===== config.mk =====
export PLATFORM = sky130hd
export DESIGN_NAME = analog_init_port_flat
export DESIGN_NICKNAME = d
export VERILOG_FILES = /design/src/common/analog_init_pkg.sv /design/src/common/analog_init_if.sv /design/src/verilog/analog_init_port.sv /design/src/flat_wrapper.sv
export VERILOG_INCLUDE_DIRS = /design/src /design/src/common
export SDC_FILE = /design/constraint.sdc
export NUM_CORES = 2
export LEC_CHECK = 0
export BUFFER_PORTS_ARGS = -buffer_cell sky130_fd_sc_hd__buf_4
export CAP_MARGIN = 15
export CORE_ASPECT_RATIO = 0.7
export CORE_MARGIN = 1.5
export CORE_UTILIZATION = 57
export CTS_CLUSTER_DIAMETER = 150
export DETAILED_ROUTE_END_ITERATION = 8
export PLACE_DENSITY = 0.76
export SLEW_MARGIN = 30
export SYNTH_ARGS = -nofsm -noshare
export SYNTH_HDL_FRONTEND = slang
export SYNTH_SLANG_ARGS = --single-unit
export TNS_END_PERCENT = 20

===== constraint.sdc =====
create_clock -name clk_sys -period 2.4 [get_ports clk_sys]
set_clock_uncertainty 0.1 [all_clocks]
set_input_delay 0.36 -clock clk_sys [delete_from_list [all_inputs] [get_ports clk_sys]]
set_output_delay 0.36 -clock clk_sys [all_outputs]
set_load 0.03 [all_outputs]

===== src/common/analog_init_regs.svh =====
`ifndef ANALOG_INIT_REGS_SVH
`define ANALOG_INIT_REGS_SVH
// initialization data bus width
`define INIT_DATA_W 9
// channel selector width
`define CHSEL_W 5
// converter result width
`define RESULT_W 12
// saturation code: full scale result
`define RESULT_FULL 12'hfff
// store depths
`define CFG_DEPTH 32
`define SEQ_DEPTH 64
`define EVAL_DEPTH 64
`define THR_DEPTH 64
// address widths of the stores
`define CFG_AW 5
`define RAM_AW 6
// wait states inserted per slot for the engines
`define SLOT_WAIT_CYCLES 4'h3
// converter latency after channel capture
`define CONV_CYCLES 4'h4
// controller software register addresses
`define CTL_ADDR_CTRL 4'h0
`define CTL_ADDR_STATUS 4'h1
`define CTL_ADDR_DATA 4'h2
`define CTL_ADDR_IRQ_STATUS 4'h3
`define CTL_ADDR_IRQ_CLEAR 4'h4
`define CTL_ADDR_IRQ_ENABLE 4'h5
// control register fields
`define CTRL_TARGET_LSB 0
`define CTRL_START_BIT 4
`define CTRL_FINISH_BIT 5
// irq bits
`define IRQ_WRITE_BIT 0
`define IRQ_DONE_BIT 1
`endif


===== src/common/analog_init_pkg.sv =====
package analog_init_pkg;
  // target store for one initialization write
  typedef enum logic [2:0] {
    TGT_CFG = 3'h0,
    TGT_SEQ = 3'h1,
    TGT_EVAL = 3'h2,
    TGT_THR = 3'h3,
    TGT_CFG2 = 3'h4
  } load_target_e;
  // sequencer slot states
  typedef enum logic [4:0] {
    SQ_IDLE = 5'b00001,
    SQ_LATCH = 5'b00010,
    SQ_CONV = 5'b00100,
    SQ_WAIT = 5'b01000,
    SQ_DONE = 5'b10000
  } slot_state_e;
endpackage : analog_init_pkg


===== src/common/analog_init_if.sv =====
`timescale 1ns/1ps
`default_nettype none
`include "analog_init_regs.svh"
interface analog_init_if;
  logic [`INIT_DATA_W-1:0] init_data;
  logic cfg_store_load_strobe;
  logic sequencer_ram_load_strobe;
  logic eval_ram_load_strobe;
  logic thresh_ram_load_strobe;
  logic cfg_store_second_pass_strobe;
  logic init_complete;
  // controller end drives the load bus
  modport ctrl (
    output init_data, cfg_store_load_strobe, sequencer_ram_load_strobe,
    output eval_ram_load_strobe, thresh_ram_load_strobe, cfg_store_second_pass_strobe,
    output init_complete
  );
  // analog end receives it
  modport dev (
    input init_data, cfg_store_load_strobe, sequencer_ram_load_strobe,
    input eval_ram_load_strobe, thresh_ram_load_strobe, cfg_store_second_pass_strobe,
    input init_complete
  );
endinterface : analog_init_if
`default_nettype wire


===== src/verilog/analog_init_port.sv =====
// How it works
// - config strobe writes data into config store
// - sequencer strobe writes data into sequencer RAM
// - evaluation strobe writes data into evaluation RAM
// - threshold strobe writes data into threshold RAM
// - second-pass strobe rewrites config store, counter only
// - valid flag marks usable converter result
// - done pulses when a slot completes
// - wait high while engines need extra time
// - saturation raised on over-range sample
// - saturation holds until next slot starts
// - captured flag once channel select latched
// - signals active high unless named otherwise
// - reset asynchronous active low, clears all but the stores and readback words
// - controller drives one shared nine-bit data bus
// - controller signals initialization complete
//
// Our own choices: the plain strobed port and the register addresses.
`timescale 1ns/1ps
`default_nettype none
`include "analog_init_regs.svh"
module analog_init_port
  import analog_init_pkg::*;
#(
  parameter bit HAS_RTC = 1'b1 // second pass strobe present
) (
  // clock and reset
  input wire logic clk_sys,
  input wire logic nrst,
  // load bus from the controller
  analog_init_if.dev bus,
  // converter side
  input wire logic [`RESULT_W-1:0] conv_result,
  output logic [`CHSEL_W-1:0] conv_channel_select,
  // status outputs
  output logic conv_result_valid,
  output logic slot_complete,
  output logic slot_wait_inserted,
  output logic channel_saturated,
  output logic channel_select_captured,
  // readback of stores for user logic
  input wire logic [`RAM_AW-1:0] rd_addr,
  output logic [`INIT_DATA_W-1:0] seq_word,
  output logic [`INIT_DATA_W-1:0] eval_word,
  output logic [`INIT_DATA_W-1:0] thr_word,
  output logic [`INIT_DATA_W-1:0] cfg_word
);
  // stores written during initialization
  logic [`INIT_DATA_W-1:0] cfg_mem [`CFG_DEPTH];
  logic [`CFG_AW-1:0] cfg_ptr_r; // config store write pointer
  logic [2:0] ram_we;
  logic cfg_we;
  logic [`RAM_AW-1:0] slot_r; // current sequencer slot
  logic [3:0] cnt_r; // cycle counter in a slot
  slot_state_e state_r;
  logic [`RESULT_W-1:0] result_r;

  // second pass strobe is ignored when the counter is absent
  assign cfg_we = bus.cfg_store_load_strobe
    || (HAS_RTC && bus.cfg_store_second_pass_strobe);
  assign ram_we = {bus.thresh_ram_load_strobe, bus.eval_ram_load_strobe,
                   bus.sequencer_ram_load_strobe};

  // config store write; the pointer returns to zero while init complete is high with no strobe
  always_ff @(posedge clk_sys or negedge nrst) begin
    if (!nrst) begin
      cfg_ptr_r <= '0;
    end else if (cfg_we) begin
      cfg_mem[cfg_ptr_r] <= bus.init_data;
      cfg_ptr_r <= cfg_ptr_r + 1'b1;
    end else if (bus.init_complete) begin
      cfg_ptr_r <= '0;
    end
  end

  // three RAMs share one write pattern
  // each RAM lives in its own block so every array has a single driver
  for (genvar g = 0; g < 3; g++) begin : g_ram
    logic [`INIT_DATA_W-1:0] mem [`SEQ_DEPTH]; // RAM words
    logic [`RAM_AW-1:0] ptr_r; // write pointer
    always_ff @(posedge clk_sys or negedge nrst) begin
      if (!nrst) begin
        ptr_r <= '0;
      end else if (ram_we[g]) begin
        mem[ptr_r] <= bus.init_data;
        ptr_r <= ptr_r + 1'b1;
      end else if (bus.init_complete) begin
        ptr_r <= '0;
      end
    end
  end

  // registered readback for user logic
  always_ff @(posedge clk_sys) begin
    seq_word <= g_ram[0].mem[rd_addr];
    eval_word <= g_ram[1].mem[rd_addr];
    thr_word <= g_ram[2].mem[rd_addr];
    cfg_word <= cfg_mem[rd_addr[`CFG_AW-1:0]];
  end

  // slot sequencer runs only after initialization completes
  always_ff @(posedge clk_sys or negedge nrst) begin
    if (!nrst) begin
      state_r <= SQ_IDLE;
      cnt_r <= 4'h0;
      slot_r <= '0;
    end else begin
      unique case (state_r)
        SQ_IDLE: if (bus.init_complete) state_r <= SQ_LATCH;
        SQ_LATCH: begin
          state_r <= SQ_CONV;
          cnt_r <= `CONV_CYCLES;
        end
        SQ_CONV: begin
          if (cnt_r == 4'h1) begin
            state_r <= SQ_WAIT;
            cnt_r <= `SLOT_WAIT_CYCLES;
          end else begin
            cnt_r <= cnt_r - 4'h1;
          end
        end
        SQ_WAIT: begin
          if (cnt_r == 4'h1) state_r <= SQ_DONE;
          else cnt_r <= cnt_r - 4'h1;
        end
        SQ_DONE: begin
          slot_r <= slot_r + 1'b1;
          state_r <= bus.init_complete ? SQ_LATCH : SQ_IDLE;
        end
        default: state_r <= SQ_IDLE;
      endcase
    end
  end

  // channel select taken from the sequencer word, latched once per slot
  always_ff @(posedge clk_sys or negedge nrst) begin
    if (!nrst) begin
      conv_channel_select <= '0;
      channel_select_captured <= 1'b0;
    end else if (state_r == SQ_LATCH) begin
      conv_channel_select <= g_ram[0].mem[slot_r][`CHSEL_W-1:0];
      channel_select_captured <= 1'b1;
    end else begin
      channel_select_captured <= 1'b0;
    end
  end

  // result capture and valid at end of conversion
  always_ff @(posedge clk_sys or negedge nrst) begin
    if (!nrst) begin
      result_r <= '0;
      conv_result_valid <= 1'b0;
    end else begin
      conv_result_valid <= (state_r == SQ_CONV) && (cnt_r == 4'h1);
      if (state_r == SQ_CONV && cnt_r == 4'h1) result_r <= conv_result;
    end
  end

  // wait and done indications
  always_ff @(posedge clk_sys or negedge nrst) begin
    if (!nrst) begin
      slot_wait_inserted <= 1'b0;
      slot_complete <= 1'b0;
    end else begin
      slot_wait_inserted <= (state_r == SQ_CONV && cnt_r == 4'h1)
        || (state_r == SQ_WAIT && cnt_r != 4'h1);
      slot_complete <= (state_r == SQ_WAIT) && (cnt_r == 4'h1);
    end
  end

  // saturation sticks for the slot, cleared as the next slot starts
  always_ff @(posedge clk_sys or negedge nrst) begin
    if (!nrst) begin
      channel_saturated <= 1'b0;
    end else if (state_r == SQ_CONV && cnt_r == 4'h1 && conv_result == `RESULT_FULL) begin
      channel_saturated <= 1'b1;
    end else if (state_r == SQ_LATCH) begin
      channel_saturated <= 1'b0;
    end
  end
endmodule : analog_init_port
`default_nettype wire


===== src/flat_wrapper.sv =====
// flat-port wrapper written by rule: the top's interface ports become plain ports
module analog_init_port_flat import analog_init_pkg::*;
#(
  parameter bit HAS_RTC = 1'b1                              
)
  (clk_sys, nrst, conv_result, conv_channel_select, conv_result_valid, slot_complete, slot_wait_inserted, channel_saturated, channel_select_captured, rd_addr, seq_word, eval_word, thr_word, cfg_word, bus_init_data, bus_cfg_store_load_strobe, bus_sequencer_ram_load_strobe, bus_eval_ram_load_strobe, bus_thresh_ram_load_strobe, bus_cfg_store_second_pass_strobe, bus_init_complete);
  analog_init_if bus_i ();
  input wire logic clk_sys;
  input wire logic nrst;
  input wire logic [`RESULT_W-1:0] conv_result;
  output logic [`CHSEL_W-1:0] conv_channel_select;
  output logic conv_result_valid;
  output logic slot_complete;
  output logic slot_wait_inserted;
  output logic channel_saturated;
  output logic channel_select_captured;
  input wire logic [`RAM_AW-1:0] rd_addr;
  output logic [`INIT_DATA_W-1:0] seq_word;
  output logic [`INIT_DATA_W-1:0] eval_word;
  output logic [`INIT_DATA_W-1:0] thr_word;
  output logic [`INIT_DATA_W-1:0] cfg_word;
  input wire logic [$bits(bus_i.init_data)-1:0] bus_init_data;
  input wire logic [$bits(bus_i.cfg_store_load_strobe)-1:0] bus_cfg_store_load_strobe;
  input wire logic [$bits(bus_i.sequencer_ram_load_strobe)-1:0] bus_sequencer_ram_load_strobe;
  input wire logic [$bits(bus_i.eval_ram_load_strobe)-1:0] bus_eval_ram_load_strobe;
  input wire logic [$bits(bus_i.thresh_ram_load_strobe)-1:0] bus_thresh_ram_load_strobe;
  input wire logic [$bits(bus_i.cfg_store_second_pass_strobe)-1:0] bus_cfg_store_second_pass_strobe;
  input wire logic [$bits(bus_i.init_complete)-1:0] bus_init_complete;
  assign bus_i.init_data = bus_init_data;
  assign bus_i.cfg_store_load_strobe = bus_cfg_store_load_strobe;
  assign bus_i.sequencer_ram_load_strobe = bus_sequencer_ram_load_strobe;
  assign bus_i.eval_ram_load_strobe = bus_eval_ram_load_strobe;
  assign bus_i.thresh_ram_load_strobe = bus_thresh_ram_load_strobe;
  assign bus_i.cfg_store_second_pass_strobe = bus_cfg_store_second_pass_strobe;
  assign bus_i.init_complete = bus_init_complete;
  analog_init_port #(.HAS_RTC(HAS_RTC)) u_core (.clk_sys(clk_sys), .nrst(nrst), .bus(bus_i), .conv_result(conv_result), .conv_channel_select(conv_channel_select), .conv_result_valid(conv_result_valid), .slot_complete(slot_complete), .slot_wait_inserted(slot_wait_inserted), .channel_saturated(channel_saturated), .channel_select_captured(channel_select_captured), .rd_addr(rd_addr), .seq_word(seq_word), .eval_word(eval_word), .thr_word(thr_word), .cfg_word(cfg_word));
endmodule

==> metrics <==
initial antenna violation count 8; slowest cell delay on critical path 0.56 ns; worst hold path type input port to asynchronous set/reset pin; Worst Path Required 3.01 ns; # DRC 0; overall power 77.04 mW; syn_area_per_cell 22.00 um^2; most frequent CP cell mux4_2; critical-path maximum fanout 9; RSZ-0062 raised after global routing true; port bufs 80; Critical R2R Capture u_core.conv_channel_select[0]; CTS tree yes; GRT Overall Usage 29.01%; area taken by flip-flops and latches 62470 um^2; Die X 459.8 um; Post-synth EDFFs 2016; Worst VDD drop 0.0007922 V; CP max-delay cell mux4_2; n_diodes 0; setup ws final -0.1266 ns; die area 148400 um^2; Final Cycle Share 105.3%; fin crit period 2.527 ns; I/O pin total 81; crit end category flip-flop; clock power share 39.9%; Routed wire per std cell 32.15 um; max-slew violations 0; Clock Root Buffer clkbuf_16; nets 4476; routed wl met3 25390 um; instance count on the critical path 6; area delta synth->final 16.96%; number of global-route vias before repair 43680; WL final 210800 um; failing checks negative setup slack; share of cells above drive strength 1 36.04%; clk slew on worst S/H paths 0.06 ns; Slew HR 38.67%; P per Cell Area 791.3 nW/um^2; core area 145200 um^2; GRT Residual Overflow 0; Final ANT Viol Nets 0; Comb pwr share 6.8%; final RePlAce weighted congestion 0.8603; Leak Pwr 31.62 nW; CP Cell Sequence buf_12 -> mux4_2 -> mux4_2 -> nand2b_4 -> a32o_1 -> a21o_1; post-synthesis async set-or-reset flop share 2.286%; Final Cell Area 97370 um^2; CTS H-tree lvls 4; starting density of the core 57.32%; Die Height 322.7 um; CP Class flip-flop to flip-flop; CP Buf/Inv Count 1; Iter 0 DRT Violations 6411; crit start category flip-flop; Final Hold Vio Count 0; synth unique cells 57; num rows 117; fill count 8856; measured slew at the worst slew-check pin 0.9081 ns; clock latency on the worst-skew pair 0.83 ns; max frequency 0.3958 GHz; max layer used met5; Post-Syn Area 83240 um^2; Multi-input gate area 19840 um^2; Cell Int Power 60.34 mW; met2 routed WL 97940 um; Cells after Synth 3784; reg2reg start u_core.slot_r[1]; Sw Share 21.68%; CP Capture Point u_core.conv_channel_select[0]; Ys Warns 0; Setup crit start u_core.slot_r[1]; syn nets 3829; post-DP HPWL 131600 um; switching power 16.70 mW; Reg power frac 53.3%; first-pass GRT wire length 306800 um; Synth Flop Type edfxtp_1; largest net degree at the start of global routing 100; Via density 6.641; worst reg2reg path depth 6; Clock Sinks 2100; TritonRoute pass-1 iters 6; CTS buffer count 188; final setup vio count 11; run status complete, but fails checks; Seq/Total Area, Yosys 75.03%; Max-Cap Viols 0; met1 wire length 81720 um; flop-to-flop setup slack -0.13 ns; clk buf depth 3; via count 43550; crit-path leading delay family multiplexers; Placed Instance Area 90720 um^2; critical path arrival 3.13 ns; number of synthesized register bits 2100
-- tightest hold or removal path: cells and delay by family --
family                 cells  cell delay, ns
buffers and inverters      4            1.02
-- state kept, by name (all words and copies together) (netlist names), 4 cells and up --
| register | count |
|---|---|
| u_core.cfg_word | 9 |
| u_core.thr_word | 9 |
| u_core.seq_word | 9 |
| u_core.g_ram.mem | 1728 |
| u_core.state_r | 5 |
| u_core.eval_word | 9 |
| u_core.cnt_r | 4 |
| u_core.cfg_mem | 288 |
| u_core.slot_r | 6 |
| u_core.g_ram.ptr_r | 18 |
| u_core.cfg_ptr_r | 5 |
| u_core.conv_channel_select | 5 |
-- layer usage --
metal | GRT usage [%] | up-vias
met4 | 9.043 | 6
met2 | 43.25 | 3005
met1 | 43.31 | 22890
li1 | - | 17310
met3 | 6.753 | 339
met5 | 0 | -
-- metrics by stage --
| stage | instances | hold WS (ns) | setup WS, ns | TNS (ns) | utilization (%) |
|---|---|---|---|---|---|
| after global routing | 6558 | 0.1272 | -0.1464 | -0.7543 | 67.05 |
| after floorplan | 3784 | -0.03559 | -0.03815 | -0.1996 | - |
| after global placement | 6173 | 0.2074 | -0.9002 | -12.43 | 62.46 |
| final | 6558 | 0.1103 | -0.1266 | -0.5269 | 67.05 |
| after CTS | 6558 | 0.06787 | -0.07392 | -0.2772 | 67.03 |
| after detailed placement | 6174 | 0.2085 | -0.5784 | -12.60 | 62.47 |
-- cell usage after synthesis (5+ instances only) --
library cell | number | area share (%)
xnor2_1 | 5 | 0.053
a21oi_1 | 15 | 0.090
dfrtp_1 | 47 | 1.4
a221oi_1 | 24 | 0.25
nor2b_1 | 41 | 0.31
nor3_1 | 6 | 0.036
ha_1 | 10 | 0.15
buf_1 | 12 | 0.054
edfxtp_1 | 2016 | 73
nand3_1 | 21 | 0.13
nand2b_1 | 17 | 0.13
dfxtp_1 | 36 | 0.87
nand3b_1 | 10 | 0.090
mux2_2 | 21 | 0.28
o22ai_1 | 19 | 0.14
nand4_1 | 13 | 0.098
a211oi_1 | 17 | 0.15
buf_2 | 90 | 0.54
clkbuf_1 | 108 | 0.49
buf_4 | 8 | 0.072
mux4_2 | 664 | 18
inv_1 | 8 | 0.036
o211ai_1 | 5 | 0.045
or3b_2 | 8 | 0.084
a22oi_1 | 26 | 0.23
mux4_1 | 10 | 0.32
a2111oi_0 | 10 | 0.11
nor2_1 | 258 | 1.2
nand2_1 | 108 | 0.49
mux2i_1 | 51 | 0.61
o41ai_1 | 10 | 0.11
o21ai_0 | 31 | 0.19
-- cell families (layout without fill, tap and decap cells) --
kind of cell	after synthesis	count (layout)	synth area share [%]
DFF	2100	2100	75.03
muxes	746	746	19.18
and+or+nand+nor	508	508	2.737
buffers and inverters	229	1040	1.232
AOI/OAI and AO/OA	182	182	1.575
adders and majority gates	10	10	0.1503
xor gates and xnor gates	9	9	0.09468
-- power by group through the flow --
stage / Clock (mW) / Sequential (mW) / Combinational, mW
floorplan: 0 / 41.9 / 2.49
global placement: 0 / 41.8 / 5.01
detailed placement: 0 / 41.8 / 5.12
CTS: 31.1 / 41.1 / 5.24
global route: 32.4 / 41.1 / 5.54
finish: 30.7 / 41.1 / 5.25
-- how the worst min path moves through the flow --
stage | depth (start not counted) | from | end | slack (ns)
4_1_cts | 4 | nrst | u_core.cfg_ptr_r[3] | 0.07
5_1_grt | 4 | nrst | u_core.cfg_ptr_r[4] | 0.13
2_1_floorplan | 0 | nrst | u_core.cfg_ptr_r[0] | -0.04
6_report | 4 | nrst | u_core.cfg_ptr_r[3] | 0.11
3_3_place_gp | 2 | nrst | u_core.g_ram[0].ptr_r[4] | 0.21
3_5_place_dp | 2 | nrst | u_core.g_ram[0].ptr_r[4] | 0.21
-- placed cells by master, fill, tap and decap left out, types with 5 or more instances in the layout --
cell           synthesis  final
mux2i_1               51     51
o21ai_0               31     31
o22ai_1               19     18
clkinv_1               1     27
nand3_1               21     21
dlygate4sd3_1          0     24
nor2b_1               41     39
a211oi_1              17     16
o41ai_1               10      9
buf_6                  1     10
a2111oi_0             10     10
xnor2_1                5      5
bufinv_16              0     20
or3b_2                 8      8
dfrtp_1               47     44
mux2_2                21     21
nand4_1               13     13
a21oi_1               15     14
a221oi_1              24     21
nand2_1              108    108
nor2_1               258    256
clkbuf_8               0     15
mux4_2               664    669
buf_4                  8    552
edfxtp_1            2016   2016
buf_12                 1     87
mux4_1                10      5
clkinv_2               0     40
clkbuf_1             108     47
o211ai_1               5      5
inv_1                  8      8
nor3_1                 6      6
a22oi_1               26     26
dfxtp_1               36     36
nand3b_1              10     10
nand2b_1              17     13
ha_1                  10     10
clkbuf_16              0    194
-- layout make-up --
class	instances	share of cell area (%)
clock inverter	98	1.060
multi-input combinational	1455	20.37
inverter	9	0.03470
timing repair buffer	677	6.469
clock buffer	256	5.379
sequential	2100	64.16
tap	1963	2.523
-- timing repair --
action	in CTS	in global routing
hold buffers	25	0
resized for setup	10	6
endpoints found under the hold margin	590	0
endpoints found under the setup margin	6	12
setup buffers	5	0
gates cloned	0	0
(Power assumes the default switching activity.)
